===== config.mk =====
export PLATFORM = sky130hd
export DESIGN_NAME = gpwe_port
export DESIGN_NICKNAME = d
export VERILOG_FILES = /design/src/core/gpwe_pkg.sv /design/src/core/gpwe_pin_cell.sv /design/src/core/gpwe_port.sv
export SDC_FILE = /design/constraint.sdc
export NUM_CORES = 1
export LEC_CHECK = 0
export ABC_AREA = 1
export BUFFER_PORTS_ARGS = -buffer_cell sky130_fd_sc_hd__buf_2
export CORE_ASPECT_RATIO = 1.75
export CORE_MARGIN = 2
export CORE_UTILIZATION = 46
export DETAILED_ROUTE_END_ITERATION = 7
export PLACE_DENSITY = 0.66
export SYNTH_ARGS = -nofsm -noshare
export SYNTH_HDL_FRONTEND = slang
export SYNTH_SLANG_ARGS = --single-unit
export TNS_END_PERCENT = 10

===== constraint.sdc =====
create_clock -name mclk -period 17.7 [get_ports mclk]
set_input_delay 0.885 -clock mclk [delete_from_list [all_inputs] [get_ports mclk]]
set_output_delay 0.885 -clock mclk [all_outputs]
set_load 0.05 [all_outputs]

===== src/core/gpwe_pkg.sv =====
package gpwe_pkg;

  // ***************************************************
  // Sizes
  // ***************************************************
  localparam int NPINS = 32; // Pins in the port block
  localparam int NEETI = 6; // Either-edge capable pins

  // Per-pin configuration byte
  typedef struct packed {
    logic od; // 1 open drain, 0 push-pull
    logic [4:0] rsvd; // Reads as zero
    logic pol; // 1 inverted
    logic dir; // 1 input, 0 output
  } gpwe_cfg_t;

  // Alternate-function flavour of a pin
  typedef struct packed {
    logic joy; // Joystick axis
    logic ddc; // Drive density control
    logic either_edge_irq; // Either-edge interrupt
    logic kbc; // Keyboard controller port bit
    logic shint; // Group system interrupt output
  } gpwe_kind_t;

  // ***************************************************
  // Register offsets (byte addresses)
  // ***************************************************
  localparam logic [7:0] OFS_CFG_LAST = 8'h7C;
  localparam logic [7:0] OFS_DATA = 8'h80;
  localparam logic [7:0] OFS_WAKE_STS = 8'h84;
  localparam logic [7:0] OFS_WAKE_EN = 8'h88;
  localparam logic [7:0] OFS_WAKE_GEN = 8'h8C;
  localparam logic [7:0] OFS_SYS_STS = 8'h90;
  localparam logic [7:0] OFS_SYS_EN = 8'h94;
  localparam logic [7:0] OFS_MISC_STS = 8'h98;
  localparam logic [7:0] OFS_ALT_SEL = 8'h9C;
  localparam logic [7:0] OFS_GROUP_EN = 8'hA0;

  // ***************************************************
  // Reset values and field masks
  // ***************************************************
  localparam logic [7:0] CFG_RST_IN = 8'h01;
  localparam logic [7:0] CFG_RST_OUT = 8'h00;
  localparam logic [7:0] CFG_RD_MASK = 8'h83;
  localparam logic [31:0] DATA_RST = 32'h0000_0000;
  localparam logic [31:0] ALT_RST = 32'h0000_0000;
  localparam logic [31:0] ZERO32 = 32'h0000_0000;

  // ***************************************************
  // Pin capability maps
  // ***************************************************
  localparam logic [31:0] WAKE_CAP = 32'h7FFF_FFFF;
  localparam logic [31:0] SYSINT_CAP = 32'h07FF_FF00;
  localparam int FAN1_BIT = 30;
  localparam int FAN2_BIT = 31;
  localparam logic [31:0] EITHER_EDGE_IRQ_MASK = 32'h00CA_0600;
  localparam logic [31:0] JOY_MASK = 32'h0000_00F0;
  localparam logic [31:0] KBC_MASK = 32'h0011_0000;
  localparam logic [31:0] DDC_MASK = 32'h0020_0000;
  localparam logic [31:0] SHINT_MASK = 32'h0000_8000;
  localparam logic [31:0] OUT_LOW_RST = 32'h2000_3000;

endpackage : gpwe_pkg


===== src/core/gpwe_pin_cell.sv =====
`timescale 1ns/1ps
module gpwe_pin_cell (
  input wire logic mclk,
  input wire logic rst_n,
  input wire gpwe_pkg::gpwe_cfg_t cfg,
  input wire gpwe_pkg::gpwe_kind_t kind,
  input wire logic data_bit,
  input wire logic alt_sel,
  input wire logic alt_o,
  input wire logic alt_oe,
  input wire logic group_val,
  input wire logic pin_i,
  output logic pin_o,
  output logic pin_oe,
  output logic alt_in,
  output logic level,
  output logic sense,
  output logic event_o,
  output logic any_edge
);

  // ***************************************************
  // Input synchroniser and edges
  // ***************************************************
  logic [1:0] sync_q; // Only sync_q[1] is looked at
  logic prev_q; // Last synced level
  logic rise; // Rising edge seen
  logic fall; // Falling edge seen
  logic either_edge_irq_sel; // Either-edge function active
  logic [1:0] drv; // {out, oe} before the flop

  // Two-flop sync then one history flop
  always_ff @(posedge mclk or negedge rst_n) begin
    if (!rst_n) begin
      sync_q <= 2'h0;
      prev_q <= 1'h0;
    end else begin
      sync_q <= {sync_q[0], pin_i};
      prev_q <= sync_q[1];
    end
  end

  assign rise = sync_q[1] & ~prev_q;
  assign fall = ~sync_q[1] & prev_q;
  assign any_edge = rise | fall;
  assign either_edge_irq_sel = alt_sel & kind.either_edge_irq;
  // Either-edge ignores direction, so it always senses
  assign sense = cfg.dir | either_edge_irq_sel;
  // Data read view keeps polarity even for either-edge
  assign level = sync_q[1] ^ cfg.pol;

  // Edge choice; outputs raise no events unless either-edge is selected
  always_comb begin
    if (either_edge_irq_sel) begin
      event_o = rise | fall;
    end else if (cfg.dir) begin
      event_o = cfg.pol ? fall : rise;
    end else begin
      event_o = 1'b0;
    end
  end

  // ***************************************************
  // Pad drive
  // ***************************************************
  // Open drain only ever pulls low
  function automatic logic [1:0] drive(input logic v, input logic en, input logic od);
    if (!en) begin
      drive = 2'h0;
    end else if (od) begin
      drive = {1'b0, ~v};
    end else begin
      drive = {v, 1'b1};
    end
  endfunction : drive

  // Function select picks value, enable and buffer type
  always_comb begin
    drv = drive(data_bit ^ cfg.pol, ~cfg.dir, cfg.od);
    if (alt_sel) begin
      if (kind.either_edge_irq) begin
        drv = 2'h0;
      end else if (kind.joy) begin
        drv = drive(alt_o, alt_oe, 1'b1);
      end else if (kind.ddc) begin
        drv = drive(alt_o, alt_oe, cfg.od);
      end else if (kind.shint) begin
        drv = drive(~(group_val ^ cfg.pol), 1'b1, cfg.od);
      end else begin
        // Bidirectional alternates steer their own enable
        drv = drive(alt_o ^ cfg.pol, alt_oe, cfg.od);
      end
    end
  end

  // Registered pad outputs, glitch free
  always_ff @(posedge mclk or negedge rst_n) begin
    if (!rst_n) begin
      pin_o <= 1'b0;
      pin_oe <= 1'b0;
      alt_in <= 1'b0;
    end else begin
      pin_o <= drv[1];
      pin_oe <= drv[0];
      alt_in <= (kind.joy | kind.ddc | kind.either_edge_irq) ? sync_q[1] : level;
    end
  end
endmodule : gpwe_pin_cell


===== src/core/gpwe_port.sv =====
`timescale 1ns/1ps
module gpwe_port (
  input wire logic mclk,
  input wire logic rst_n,
  input wire logic hsel,
  input wire logic [31:0] haddr,
  input wire logic [1:0] htrans,
  input wire logic hwrite,
  input wire logic [2:0] hsize,
  input wire logic [31:0] hwdata,
  input wire logic hready,
  output logic hreadyout,
  output logic hresp,
  output logic [31:0] hrdata,
  input wire logic [31:0] pin_i,
  output logic [31:0] pin_o,
  output logic [31:0] pin_oe,
  input wire logic [31:0] alt_out,
  input wire logic [31:0] alt_oe,
  output logic [31:0] alt_in,
  input wire logic fan_speed_sense_1,
  input wire logic fan_speed_sense_2,
  output logic wake_event,
  output logic internal_sysint
);

  // ***************************************************
  // Reset release
  // ***************************************************
  logic [1:0] rst_sq; // Release shift, asserts at once
  logic rst_sn; // Internal reset, active low
  // Assert asynchronously, release after two edges
  always_ff @(posedge mclk or negedge rst_n) begin
    if (!rst_n) begin
      rst_sq <= 2'h0;
    end else begin
      rst_sq <= {rst_sq[0], 1'b1};
    end
  end
  assign rst_sn = rst_sq[1];
  // ***************************************************
  // Register state
  // ***************************************************
  gpwe_pkg::gpwe_cfg_t cfg_q [gpwe_pkg::NPINS]; // Per-pin config
  logic [31:0] data_q; // Output data latch
  logic [31:0] wake_sts_q; // Wake status, sticky
  logic [31:0] wake_en_q; // Wake enables
  logic wake_gen_q; // Global wake enable
  logic [31:0] sys_sts_q; // System interrupt status
  logic [31:0] sys_en_q; // System interrupt enables
  logic [5:0] misc_sts_q; // Either-edge status
  logic [31:0] alt_sel_q; // Alternate function select
  logic group_en_q; // Route group interrupt to pin
  // Pin cell results
  logic [31:0] level; // Synced level, polarity applied
  logic [31:0] sense; // Pin currently sensing
  logic [31:0] event_v; // Selected-edge events
  logic [31:0] edge_v; // Any edge
  logic group_val; // Group interrupt level

  // ***************************************************
  // Bus slave
  // ***************************************************
  logic a_ph; // Valid address phase
  logic wr_pend_q; // Write data phase pending
  logic [7:0] wr_addr_q; // Latched write address
  logic [7:0] raddr; // Read address, word aligned
  logic [31:0] rd_word; // Read mux output
  logic [31:0] rd_data_v; // Data register read view
  assign a_ph = hsel && hready && htrans[1];
  assign raddr = {haddr[7:2], 2'h0};
  // Decode a pending write against one offset
  function automatic logic wr_hit(input logic [7:0] ofs);
    wr_hit = wr_pend_q && (wr_addr_q == ofs);
  endfunction : wr_hit
  // Latch write address; data follows next cycle
  always_ff @(posedge mclk or negedge rst_sn) begin
    if (!rst_sn) begin
      wr_pend_q <= 1'b0;
      wr_addr_q <= 8'h00;
    end else begin
      wr_pend_q <= a_ph && hwrite;
      wr_addr_q <= raddr;
    end
  end

  // Zero wait states, always OKAY
  always_ff @(posedge mclk or negedge rst_sn) begin
    if (!rst_sn) begin
      hreadyout <= 1'b1;
      hresp <= 1'b0;
    end else begin
      hreadyout <= 1'b1;
      hresp <= 1'b0;
    end
  end

  // Data read mixes pin levels and stored bits
  always_comb begin
    for (int i = 0; i < gpwe_pkg::NPINS; i++) begin
      rd_data_v[i] = sense[i] ? level[i] : data_q[i];
    end
  end

  // Read mux; unmapped words read zero
  always_comb begin
    rd_word = gpwe_pkg::ZERO32;
    if (raddr <= gpwe_pkg::OFS_CFG_LAST) begin
      rd_word = {24'h00_0000, cfg_q[raddr[6:2]] & gpwe_pkg::CFG_RD_MASK};
    end else begin
      case (raddr)
        gpwe_pkg::OFS_DATA: rd_word = rd_data_v;
        gpwe_pkg::OFS_WAKE_STS: rd_word = wake_sts_q;
        gpwe_pkg::OFS_WAKE_EN: rd_word = wake_en_q;
        gpwe_pkg::OFS_WAKE_GEN: rd_word = {31'h0000_0000, wake_gen_q};
        gpwe_pkg::OFS_SYS_STS: rd_word = sys_sts_q;
        gpwe_pkg::OFS_SYS_EN: rd_word = sys_en_q;
        gpwe_pkg::OFS_MISC_STS: rd_word = {26'h000_0000, misc_sts_q};
        gpwe_pkg::OFS_ALT_SEL: rd_word = alt_sel_q;
        gpwe_pkg::OFS_GROUP_EN: rd_word = {31'h0000_0000, group_en_q};
        default: rd_word = gpwe_pkg::ZERO32;
      endcase
    end
  end

  // Pin level is captured at the read's address phase
  always_ff @(posedge mclk or negedge rst_sn) begin
    if (!rst_sn) begin
      hrdata <= gpwe_pkg::ZERO32;
    end else if (a_ph && !hwrite) begin
      hrdata <= rd_word;
    end
  end

  // ***************************************************
  // Configuration and data
  // ***************************************************
  for (genvar g = 0; g < gpwe_pkg::NPINS; g++) begin : g_cfg
    // Three pins wake up as low outputs
    always_ff @(posedge mclk or negedge rst_sn) begin
      if (!rst_sn) begin
        cfg_q[g] <= gpwe_pkg::OUT_LOW_RST[g] ? gpwe_pkg::CFG_RST_OUT
                                             : gpwe_pkg::CFG_RST_IN;
      end else if (wr_hit(8'(g * 4))) begin
        cfg_q[g] <= hwdata[7:0] & gpwe_pkg::CFG_RD_MASK;
      end
    end
  end

  // Only output bits take new data
  always_ff @(posedge mclk or negedge rst_sn) begin
    if (!rst_sn) begin
      data_q <= gpwe_pkg::DATA_RST;
    end else if (wr_hit(gpwe_pkg::OFS_DATA)) begin
      data_q <= (data_q & sense) | (hwdata & ~sense);
    end
  end

  // Alternate select; all pins start as plain GPIO
  always_ff @(posedge mclk or negedge rst_sn) begin
    if (!rst_sn) begin
      alt_sel_q <= gpwe_pkg::ALT_RST;
    end else if (wr_hit(gpwe_pkg::OFS_ALT_SEL)) begin
      alt_sel_q <= hwdata;
    end
  end

  // Enables; only capable bits exist
  always_ff @(posedge mclk or negedge rst_sn) begin
    if (!rst_sn) begin
      wake_en_q <= gpwe_pkg::ZERO32;
      sys_en_q <= gpwe_pkg::ZERO32;
      wake_gen_q <= 1'b0;
      group_en_q <= 1'b0;
    end else begin
      if (wr_hit(gpwe_pkg::OFS_WAKE_EN)) begin
        wake_en_q <= hwdata & gpwe_pkg::WAKE_CAP;
      end
      if (wr_hit(gpwe_pkg::OFS_SYS_EN)) begin
        sys_en_q <= hwdata & (gpwe_pkg::SYSINT_CAP | 32'hC000_0000);
      end
      if (wr_hit(gpwe_pkg::OFS_WAKE_GEN)) begin
        wake_gen_q <= hwdata[0];
      end
      if (wr_hit(gpwe_pkg::OFS_GROUP_EN)) begin
        group_en_q <= hwdata[0];
      end
    end
  end

  // ***************************************************
  // Pin cells
  // ***************************************************
  assign group_val = internal_sysint & group_en_q;
  for (genvar g = 0; g < gpwe_pkg::NPINS; g++) begin : g_pin
    gpwe_pkg::gpwe_kind_t kind;
    assign kind = '{joy: gpwe_pkg::JOY_MASK[g], ddc: gpwe_pkg::DDC_MASK[g],
                    either_edge_irq: gpwe_pkg::EITHER_EDGE_IRQ_MASK[g], kbc: gpwe_pkg::KBC_MASK[g],
                    shint: gpwe_pkg::SHINT_MASK[g]};
    gpwe_pin_cell u_cell (
      .mclk(mclk),
      .rst_n(rst_sn),
      .cfg(cfg_q[g]),
      .kind(kind),
      .data_bit(data_q[g]),
      .alt_sel(alt_sel_q[g]),
      .alt_o(alt_out[g]),
      .alt_oe(alt_oe[g]),
      .group_val(group_val),
      .pin_i(pin_i[g]),
      .pin_o(pin_o[g]),
      .pin_oe(pin_oe[g]),
      .alt_in(alt_in[g]),
      .level(level[g]),
      .sense(sense[g]),
      .event_o(event_v[g]),
      .any_edge(edge_v[g])
    );
  end

  // ***************************************************
  // Fan tachometer edges
  // ***************************************************
  logic [2:0] fan1_q; // Sync pair plus history
  logic [2:0] fan2_q; // Sync pair plus history
  logic [31:0] fan_set; // Fan rises at their status bits
  always_ff @(posedge mclk or negedge rst_sn) begin
    if (!rst_sn) begin
      fan1_q <= 3'h0;
      fan2_q <= 3'h0;
    end else begin
      fan1_q <= {fan1_q[1:0], fan_speed_sense_1};
      fan2_q <= {fan2_q[1:0], fan_speed_sense_2};
    end
  end

  always_comb begin
    fan_set = gpwe_pkg::ZERO32;
    fan_set[gpwe_pkg::FAN1_BIT] = fan1_q[1] & ~fan1_q[2];
    fan_set[gpwe_pkg::FAN2_BIT] = fan2_q[1] & ~fan2_q[2];
  end

  // ***************************************************
  // Sticky status
  // ***************************************************
  logic [31:0] wake_set; // New wake events
  logic [31:0] wake_clr; // Write-one clears
  logic [31:0] sys_set; // New interrupt events
  logic [31:0] sys_clr; // Write-one clears
  logic [5:0] misc_set; // New either-edge events
  logic [5:0] misc_clr; // Write-one clears
  // Set term sits outside the clear mask so a same-cycle event survives
  function automatic logic [31:0] w1c(input logic [31:0] q, input logic [31:0] s,
                                      input logic [31:0] c);
    w1c = s | (q & ~c);
  endfunction : w1c
  // Gather the six either-edge pins in pin order
  function automatic logic [5:0] pack_either_edge_irq(input logic [31:0] v);
    logic [5:0] r;
    int k;
    r = 6'h00;
    k = 0;
    for (int i = 0; i < gpwe_pkg::NPINS; i++) begin
      if (gpwe_pkg::EITHER_EDGE_IRQ_MASK[i]) begin
        r[k[2:0]] = v[i];
        k++;
      end
    end
    pack_either_edge_irq = r;
  endfunction : pack_either_edge_irq
  assign wake_set = event_v & gpwe_pkg::WAKE_CAP;
  assign sys_set = (event_v & gpwe_pkg::SYSINT_CAP) | fan_set;
  // Misc status records edges whatever the enables hold
  assign misc_set = pack_either_edge_irq(edge_v);
  assign wake_clr = wr_hit(gpwe_pkg::OFS_WAKE_STS) ? hwdata : gpwe_pkg::ZERO32;
  assign sys_clr = wr_hit(gpwe_pkg::OFS_SYS_STS) ? hwdata : gpwe_pkg::ZERO32;
  assign misc_clr = wr_hit(gpwe_pkg::OFS_MISC_STS) ? hwdata[5:0] : 6'h00;

  // Status update; zero bits of a write leave bits alone
  always_ff @(posedge mclk or negedge rst_sn) begin
    if (!rst_sn) begin
      wake_sts_q <= gpwe_pkg::ZERO32;
      sys_sts_q <= gpwe_pkg::ZERO32;
      misc_sts_q <= 6'h00;
    end else begin
      wake_sts_q <= w1c(wake_sts_q, wake_set, wake_clr);
      sys_sts_q <= w1c(sys_sts_q, sys_set, sys_clr);
      misc_sts_q <= 6'(w1c({26'h000_0000, misc_sts_q}, {26'h000_0000, misc_set},
                           {26'h000_0000, misc_clr}));
    end
  end

  // ***************************************************
  // Event outputs
  // ***************************************************
  // Registered so outputs stay glitch free
  always_ff @(posedge mclk or negedge rst_sn) begin
    if (!rst_sn) begin
      wake_event <= 1'b0;
      internal_sysint <= 1'b0;
    end else begin
      wake_event <= wake_gen_q && |(wake_sts_q & wake_en_q);
      internal_sysint <= |(sys_sts_q & sys_en_q);
    end
  end
endmodule : gpwe_port


==> results of run 1 <==
==> kinds of logic (layout without fill, tap and decap cells) <==
| family | after synthesis | after routing | synth area share, % |
|---|---|---|---|
| buffers and inverters | 426 | 594 | 8.94 |
| DFF | 513 | 513 | 55.8 |
| muxes | 6 | 6 | 0.293 |
| xor gates and xnor gates | 63 | 63 | 2.39 |
| and+or+nand+nor | 958 | 958 | 17.3 |
| adders and majority gates | 12 | 12 | 0.651 |
| other | 2 | 6 | 0.0326 |
| AOI/OAI and AO/OA | 606 | 606 | 14.5 |
==> layout make-up <==
class                      instances  area, µm²  share of cell area [%]
clock inverter                    21        324                    1.25
multi-input combinational       1648       8150                    31.5
sequential                       513      12900                    49.8
timing repair buffer             271       1420                    5.47
clock buffer                      69       1390                    5.38
antenna                            3       7.51                  0.0290
inverter                         233        885                    3.42
tap                              660        826                    3.19
==> sequential cells by signal (all words and copies together), names as in the netlist, 6 cells and up, named ones only <==
register	flops
alt_sel_q	32
cfg_q	96
g_pin.u_cell.alt_in	28
g_pin.u_cell.pin_o	32
g_pin.u_cell.pin_oe	32
g_pin.u_cell.prev_q	24
g_pin.u_cell.sync_q	64
hrdata	32
misc_sts_q	6
sys_en_q	21
sys_sts_q	32
wake_en_q	31
wake_sts_q	32
wr_addr_q	6
==> cell usage in the layout, fill, tap and decap left out, drive strengths merged, types with 8 or more instances in the layout <==
cell type  instances
nand2            656
dfrtp            484
o21ai            379
buf              271
inv              232
nor2             159
a21oi             98
nand3             83
clkbuf            69
xnor2             51
a31oi             36
nand4             31
dfstp             29
o22ai             27
nor3              17
o2111ai           14
clkinv            14
xor2              12
o211ai            12
o41ai             12
ha                12
bufinv             8
==> metal layers <==
| metal | up-vias | track usage [%] | wire length, µm |
|---|---|---|---|
| met1 | 9206 | 30.9 | 25700 |
| met4 | 8 | 13.9 | 3910 |
| li1 | 8653 | - | - |
| met2 | 760 | 48.6 | 36400 |
| met3 | 223 | 4.55 | 4800 |
| met5 | - | 0 | 57 |
==> critical path: cells and delay by family <==
family	cells	cell delay, ps
compound gates	2	430
simple gates	6	2020
buf+inv	1	280
==> final timing paths <==
check,to,slack [ps],depth (start not counted)
setup reg to reg,sys_sts_q[18],15230,6
max in group asynchronous,hrdata[23],15730,1
hold / removal,rst_sq[1],80,1
min in group mclk,g_pin[9].u_cell.sync_q[1],340,0
setup / recovery,hrdata[18],14570,9
hold reg to reg,g_pin[9].u_cell.sync_q[1],340,0
==> power by group through the flow <==
stage                     Combinational (mW)  Clock, mW  Sequential [mW]
final                                  0.247       1.13             1.27
after global placement                 0.243          0             1.29
after global routing                   0.271       1.19             1.27
after detailed placement               0.248          0             1.29
after floorplan                        0.156          0             1.30
after CTS                              0.249       1.15             1.27
==> impl_metrics.py, run 1 <==
metrics = {
    "placement": {
        "postPlaceCellArea_mm2": 0.0242,
        "dpl.hpwl_um": 49100,
        "placed_cells": 3325,
        "portBuffers": 257,
        "gp_congestion": 0.892,
        "place_ws_ps": 14030,
    },
    "timing": {
        "hold_viol": 0,
        "timing.final.ws_setup_ps": 14570,
        "period_needed_ps": 3130,
        "worst_pin_slew_ps": 1250,
        "whs_ps": 81.4,
        "fmax_ghz": 0.319,
        "report.final.slew_viol_count": 0,
        "setup_viol": 0,
        "slew_headroom_pct": 16.4,
        "finClkSkew_ps": 18.9,
        "period_share_pct": 17.7,
        "tns_ps": 0,
        "grt_setup_unrepaired": "no",
    },
    "power": {
        "clkPwrFrac_pct": 42.7,
        "p_switching_mw": 0.687,
        "irDropWorstVdd_v": 0.0000684,
        "internal-power_mw": 1.95,
        "power.share.switching_pct": 26.0,
        "combPwrFrac_pct": 9.3,
        "seqPwrFrac_pct": 48.0,
        "power_density_mw_per_mm2": 102,
        "finalPower_mw": 2.64,
        "power.leakage_nw": 13.4,
    },
    "route": {
        "dr.first_iter.drc_count": 1719,
        "vias": 18900,
        "wire_per_inst_um": 20.7,
        "vias_per_cell": 5.51,
        "drt_first_pass_iters": 5,
        "wl_um": 70800,
        "ant_nets": 0,
        "drcViolationCount": 0,
    },
    "global_route": {
        "grt_pass1_vias": 19000,
        "overflow": 0,
        "grt_use_total_pct": 27.0,
        "antenna_found_initial": 7,
        "grt_max_degree": 190,
        "grt_pass1_wl_um": 108000,
    },
    "logic_synthesis": {
        "synth_common_cells": "647 x nand2_1, 484 x dfrtp_1, 371 x o21ai_0, 225 x inv_1, 146 x nor2_1",
        "synth_area_mm2": 0.0231,
        "yosys_warnings": 0,
        "synth_edf_count": 0,
        "async_flop_share_pct": 100,
        "yosysMostFrequentCell": "nand2_1",
        "netlist.area_leader.share_pct": 52.5,
        "yosys_register_bits": 513,
        "synth_top_cell_by_area": "dfrtp_1",
        "avgSynthCellArea_um2": 8.92,
        "synthFlopType": "dfrtp_1",
        "ys_seq_area_share_pct": 55.8,
        "synth_cells": 2586,
        "synthTopCellsByArea": "dfrtp_1 53%, nand2_1 11%, o21ai_0 8.1%",
        "synth_cell_types": 49,
    },
    "worst_setup_path": {
        "crit_chain": "buf_2 > nand2_1 > nor2_4 > nand2_2 > o21ai_0 > a21oi_1 > nand4_1 > nand2_1 > nand2_1",
        "cp-start-kind": "primary input",
        "crit_top_cell": "nand2_1",
        "end_kind": "flip-flop",
        "cp_slowest_stage_delay_ps": 780,
        "crit_type": "primary input to flip-flop",
        "arrival_ps": 3640,
        "r2r-start": "wr_addr_q[3]",
        "slowest_stage": "nor2_4",
        "required_ps": 18210,
        "crit_start": "haddr[4]",
        "crit_fanout": 24,
    },
    "floorplan": {
        "initial_core_util_pct": 46.5,
        "die_area_mm2": 0.0520,
        "num_io_pins": 304,
        "core_mm2": 0.0496,
        "rows": 108,
        "dieHeight_um": 300,
        "die_x_um": 173,
    },
    "final_layout": {
        "nFillCells": 4565,
        "area_growth_pct": 12.2,
        "fin_area_mm2": 0.0259,
        "drive_gt1_share_pct": 15.6,
        "fin_cells": 3418,
        "fin_nets": 2899,
        "finalCoreUtilization_pct": 52.2,
    },
    "job": {
        "cap_violations": 0,
    },
    "cts": {
        "max-clock-path-buffers": 3,
        "clk_pin_slew_ps": 60,
        "h-tree-depth": 2,
        "numCtsBuffers": 48,
        "clkSinkCount": 513,
        "post_cts_buffers": 0,
        "post_cts_resized": 0,
        "cts_root_buffer": "clkbuf_16",
        "clkLatencyLatePin_ps": 590,
        "cts-hold-fix-buffers": 0,
        "cts_tree": "built",
    },
    "min_path": {
        "hold_class": "primary input to asynchronous set/reset pin",
    },
    "run_status": {
        "status": "finished clean",
    },
}
Power figures use the tool's default switching activity.
==> inputs of run 2 (changes only) <==
Settings changed: ABC_AREA 1 to 0.
Clock period 17.7 ns to 2.9 ns, I/O delays scaled along.
==> run 2 against run 1 <==
Net effect:
- via count shrank 11%
- sequential cell count unchanged
- core utilization up 3.8 points
- total power increased to 6.1 times the previous value
- register-to-register slack worse by 15000 ps
- first-iteration DRC count is 28% lower
- die area increased by 0.19%
- global-route usage grew 0.74 points
==> impl_metrics.py, run 2 <==
metrics = {
    "run_status": {
        "status": "finished clean",
    },
    "route": {
        "drcViolationCount": 0,
        "vias_per_cell": 5.78,
        "ant_nets": 0,
        "wl_um": 72200,
        "wire_per_inst_um": 25.0,
        "drt_first_pass_iters": 5,
        "dr.first_iter.drc_count": 1235,
        "vias": 16700,
    },
    "cts": {
        "post_cts_resized": 0,
        "cts_root_buffer": "clkbuf_16",
        "clkSinkCount": 513,
        "post_cts_buffers": 0,
        "clk_pin_slew_ps": 70,
        "max-clock-path-buffers": 3,
        "clkLatencyLatePin_ps": 580,
        "numCtsBuffers": 47,
        "h-tree-depth": 2,
        "cts_tree": "built",
        "cts-hold-fix-buffers": 138,
    },
    "placement": {
        "portBuffers": 257,
        "postPlaceCellArea_mm2": 0.0247,
        "place_ws_ps": 251,
        "gp_congestion": 0.900,
        "dpl.hpwl_um": 52000,
        "placed_cells": 2660,
    },
    "logic_synthesis": {
        "synth_area_mm2": 0.0231,
        "yosysMostFrequentCell": "dfrtp_1",
        "synthTopCellsByArea": "dfrtp_1 52%, mux2_2 11%, dfstp_2 3.3%",
        "ys_seq_area_share_pct": 55.7,
        "synth_common_cells": "484 x dfrtp_1, 227 x mux2_2, 158 x nand2_1, 100 x buf_4, 99 x nor2_1",
        "yosys_register_bits": 513,
        "synth_top_cell_by_area": "dfrtp_1",
        "avgSynthCellArea_um2": 12.3,
        "netlist.area_leader.share_pct": 52.4,
        "async_flop_share_pct": 100,
        "synth_cell_types": 69,
        "synthFlopType": "dfrtp_1",
        "yosys_warnings": 0,
        "synth_cells": 1872,
        "synth_edf_count": 0,
    },
    "floorplan": {
        "die_x_um": 173,
        "num_io_pins": 304,
        "rows": 108,
        "die_area_mm2": 0.0521,
        "initial_core_util_pct": 46.6,
        "dieHeight_um": 300,
        "core_mm2": 0.0496,
    },
    "final_layout": {
        "area_growth_pct": 20.2,
        "final_common_cell": "dfrtp_1",
        "fin_cells": 2888,
        "drive_gt1_share_pct": 31.5,
        "fin_nets": 2371,
        "regMostFlops": "cfg_q",
        "reg_top3": "cfg_q x96, g_pin.u_cell.sync_q x64",
        "fin_area_mm2": 0.0278,
        "largest_register_ffs": 96,
        "mostFrequentLayoutCells": "483 x dfrtp_1, 257 x buf_2, 227 x mux2_2, 158 x nand2_1, 138 x dlygate4sd3_1",
    },
    "timing": {
        "hold_viol": 0,
        "period_needed_ps": 2720,
        "setup_viol": 0,
        "period_share_pct": 93.7,
        "slew_headroom_pct": 13.7,
        "finClkSkew_ps": 24.5,
        "timing.final.ws_setup_ps": 183,
        "fmax_ghz": 0.368,
        "report.final.slew_viol_count": 0,
        "worst_pin_slew_ps": 1290,
        "grt_setup_unrepaired": "no",
    },
    "power": {
        "seqPwrFrac_pct": 48.5,
        "combPwrFrac_pct": 10.5,
        "irDropWorstVdd_v": 0.000498,
        "internal-power_mw": 12.0,
        "clkPwrFrac_pct": 41.0,
        "p_switching_mw": 4.20,
        "power_density_mw_per_mm2": 585,
        "power.leakage_nw": 12.7,
        "finalPower_mw": 16.2,
        "power.share.switching_pct": 25.9,
    },
    "worst_setup_path": {
        "end_kind": "flip-flop",
        "crit_fanout": 13,
        "arrival_ps": 3230,
        "crit_type": "primary input to flip-flop",
        "cp-start-kind": "primary input",
        "required_ps": 3410,
    },
    "min_path": {
        "hold_class": "primary input to flip-flop",
    },
    "global_route": {
        "grt_use_total_pct": 27.8,
        "grt_pass1_vias": 17200,
        "overflow": 0,
        "antenna_found_initial": 2,
        "grt_pass1_wl_um": 109000,
        "grt_max_degree": 122,
    },
    "job": {
        "cap_violations": 0,
    },
}
==> run 2: final timing paths <==
check                             start                      end  slack (ps)  depth (start not counted)
min                         alt_out[30]  g_pin[30].u_cell.pin_oe          50                          4
max reg2reg                wr_addr_q[7]                cfg_q[25]         630                          4
max                            haddr[5]               hrdata[31]         180                          8
min reg2reg                   rst_sq[1]             sys_sts_q[9]         320                          0
min in group asynchronous     rst_sq[1]             sys_sts_q[9]         320                          0
max in group asynchronous     rst_sq[1]   g_pin[28].u_cell.pin_o        1520                          1
==> run 2: metrics by stage <==
step,util (%),TNS (ps),hold slack (ps)
global route,56.0,0,63.2
detailed placement,49.9,0,-67.7
CTS,56.0,0,3.77
global placement,49.9,0,-68.3
finish,56.0,0,48.1
floorplan,-,-1026560,-151
==> run 2: power groups by stage <==
stage | sequential [mW] | clock (mW) | combinational (mW)
after floorplan | 7.95 | 0 | 1.03
after global placement | 7.99 | 0 | 1.52
after CTS | 7.87 | 6.77 | 1.71
after global routing | 7.91 | 7.03 | 1.82
final | 7.88 | 6.66 | 1.70
after detailed placement | 8.00 | 0 | 1.55
==> run 2: kinds of logic after synthesis <==
logic type | Yosys count | synth area share, %
AO/OA/AOI/OAI | 350 | 11.4
XOR/XNOR | 80 | 3.03
adder cells (fa/ha/maj) | 12 | 0.650
buffers and inverters | 210 | 5.18
flip-flops | 513 | 55.7
multiplexers | 297 | 15.6
other | 2 | 0.0325
AND/OR/NAND/NOR | 408 | 8.40
==> run 2: final cells by class <==
cell class                      instances  area (µm²)
Fill cell                            4111       21800
Sequential cell                       513       12900
Multi-Input combinational cell       1150        9060
Timing Repair Buffer                  460        3290
Clock buffer                           66        1380
Tap cell                              660         826
Clock inverter                         21         267
Inverter                               15        56.3
Antenna cell                            3        7.51
==> run 2: worst max-delay path, cell delays in order <==
cell and delay, ps:
dlygate4sd3_1 570, buf_2 220, or4b_1 570, nor2_1 980, buf_4 350, a222oi_1 110
a21oi_1 160, a21o_1 110
==> run 2: routing by layer <==
layer	up-vias	global-route usage [%]	wire length (µm)
li1	7308	-	-
met1	8488	31.9	26400
met2	699	49.6	37200
met3	212	3.70	3780
met4	0	16.5	4780
met5	-	0	0
==> inputs of run 3 (changes only) <==
Settings changed: CORE_UTILIZATION 46 to 58, PLACE_DENSITY 0.66 to 0.89.
==> run 3 against run 2 <==
Net effect:
- sequential cell count did not move
- critical path depth is the same
- critical endpoint is now hrdata[6]
- die area is 20% lower
- wire length rose by 1.5%
- setup slack lost 94 ps
- hold slack lost 9.8 ps
- first-iteration DRC count increased by 15%
- count of clock-buffer cells in the layout down 2
- fmax decreased by 3.3%
- final cell count decreased by 6.2%
- total power decreased by 3.2%
- register-to-register slack got worse by 100 ps
==> impl_metrics.py, run 3 (synthesis gave the netlist of run 2 again) <==
metrics = {
    "timing": {
        "fmax_ghz": 0.356,
        "finClkSkew_ps": 21.0,
        "period_share_pct": 96.9,
        "slew_headroom_pct": 14.8,
        "hold_viol": 0,
        "setup_viol": 0,
        "worst_pin_slew_ps": 1270,
        "grt_setup_unrepaired": "no",
        "period_needed_ps": 2810,
        "report.final.slew_viol_count": 0,
    },
    "route": {
        "ant_nets": 0,
        "dr.first_iter.drc_count": 1420,
        "vias_per_cell": 6.50,
        "wire_per_inst_um": 27.1,
        "wl_um": 73300,
        "drt_first_pass_iters": 7,
        "drcViolationCount": 0,
        "vias": 17600,
    },
    "global_route": {
        "grt_max_degree": 78,
        "grt_pass1_wl_um": 109000,
        "overflow": 0,
        "grt_pass1_vias": 18500,
        "grt_use_total_pct": 35.3,
        "antenna_found_initial": 6,
    },
    "worst_setup_path": {
        "crit_fanout": 8,
        "reg2reg_to": "alt_sel_q[2]",
        "cp-endpoint": "hrdata[6]",
        "arrival_ps": 3320,
        "cp-start-kind": "primary input",
        "crit_start": "haddr[5]",
        "required_ps": 3410,
        "end_kind": "flip-flop",
        "crit_type": "primary input to flip-flop",
        "r2r_cells": 5,
        "r2r-start": "wr_addr_q[5]",
        "rrSetupSlack_ps": 530,
    },
    "cts": {
        "clk_pin_slew_ps": 70,
        "h-tree-depth": 2,
        "post_cts_buffers": 0,
        "cts_root_buffer": "clkbuf_16",
        "clkSinkCount": 513,
        "cts_tree": "built",
        "max-clock-path-buffers": 3,
        "cts-hold-fix-buffers": 133,
        "numCtsBuffers": 45,
        "post_cts_resized": 0,
        "clkLatencyLatePin_ps": 580,
    },
    "min_path": {
        "hold_class": "primary input to flip-flop",
    },
    "floorplan": {
        "die_x_um": 155,
        "die_area_mm2": 0.0415,
        "num_io_pins": 304,
        "rows": 96,
        "core_mm2": 0.0393,
        "dieHeight_um": 268,
        "initial_core_util_pct": 58.8,
    },
    "final_layout": {
        "reg_top3": "cfg_q x96, g_pin.u_cell.sync_q x64",
        "fin_area_mm2": 0.0273,
        "drive_gt1_share_pct": 31.2,
        "fin_nets": 2360,
        "final_common_cell": "dfrtp_1",
        "regMostFlops": "cfg_q",
        "largest_register_ffs": 96,
        "area_growth_pct": 18.2,
        "mostFrequentLayoutCells": "483 x dfrtp_1, 257 x buf_2, 227 x mux2_2, 158 x nand2_1, 133 x dlygate4sd3_1",
    },
    "run_status": {
        "status": "finished clean",
    },
    "placement": {
        "dpl.hpwl_um": 49500,
        "gp_congestion": 1.01,
        "postPlaceCellArea_mm2": 0.0245,
        "portBuffers": 257,
    },
    "power": {
        "power_density_mw_per_mm2": 576,
        "finalPower_mw": 15.7,
        "irDropWorstVdd_v": 0.000461,
        "power.leakage_nw": 12.6,
    },
    "job": {
        "cap_violations": 0,
    },
}
[run 3: cell types whose count changed in the layout (fill, tap and decap cells not counted), moves of 3 or more]
| cell | delta |
|---|---|
| dlygate4sd3_1 | -5 |
| buf_4 | -4 |
| bufinv_16 | -3 |
| clkbuf_1 | +3 |
| clkbuf_8 | -3 |
[run 3: per-layer routing]
layer,vias to the layer above,global-route usage [%],share of wire (%)
li1,7267,-,-
met1,8755,38.0,32
met2,1136,58.4,49
met3,434,6.16,7.8
met4,2,33.4,11
met5,-,0,0.0096
[run 3: stage by stage]
step | cells | setup TNS [ps] | utilization, % | setup slack [ps] | hold slack, ps
after floorplan | 1873 | -1026560 | - | -2080 | -151
after global placement | 2486 | 0 | 62.3 | 390 | -69.0
after detailed placement | 2486 | 0 | 62.3 | 311 | -66.6
after CTS | 2703 | 0 | 69.5 | 300 | 19.5
after global routing | 2708 | 0 | 69.5 | 121 | 47.3
final | 2708 | 0 | 69.5 | 89.1 | 38.3
[run 3: final cells by class]
cell class              instances  area [µm²]
diodes                          5        12.5
clock buffers                  64        1300
clock inverters                20         188
fillers                      2508       12000
inverters                      15        56.3
multi-input cells            1150        9050
flip-flops and latches        513       12900
well taps                     490         613
repair buffers                451        3210
[run 3: where the power goes]
| part | internal (mW) | switching (mW) | total (mW) |
|---|---|---|---|
| logic | 0.679 | 1.04 | 1.72 |
| clock network | 3.41 | 2.71 | 6.12 |
| registers | 7.50 | 0.390 | 7.89 |
| total | 11.6 | 4.15 | 15.7 |
[run 3: worst max-delay path, cell delays in order]
cell	delay, ps
dlygate4sd3_1	590
buf_2	150
or4b_1	630
nor2_1	990
buf_4	340
a222oi_1	120
a21oi_1	230
a21o_1	120
[run 3: how the worst min path moves through the flow]
stage	from	end	slack, ps	depth (start not counted)
2_1_floorplan	rst_n	rst_sq[0]	-150	0
3_3_place_gp	rst_n	rst_sq[0]	-70	1
3_5_place_dp	rst_n	rst_sq[0]	-70	1
4_1_cts	alt_out[25]	g_pin[25].u_cell.pin_o	20	4
5_1_grt	haddr[4]	wr_addr_q[4]	50	2
6_report	alt_out[25]	g_pin[25].u_cell.pin_o	40	4
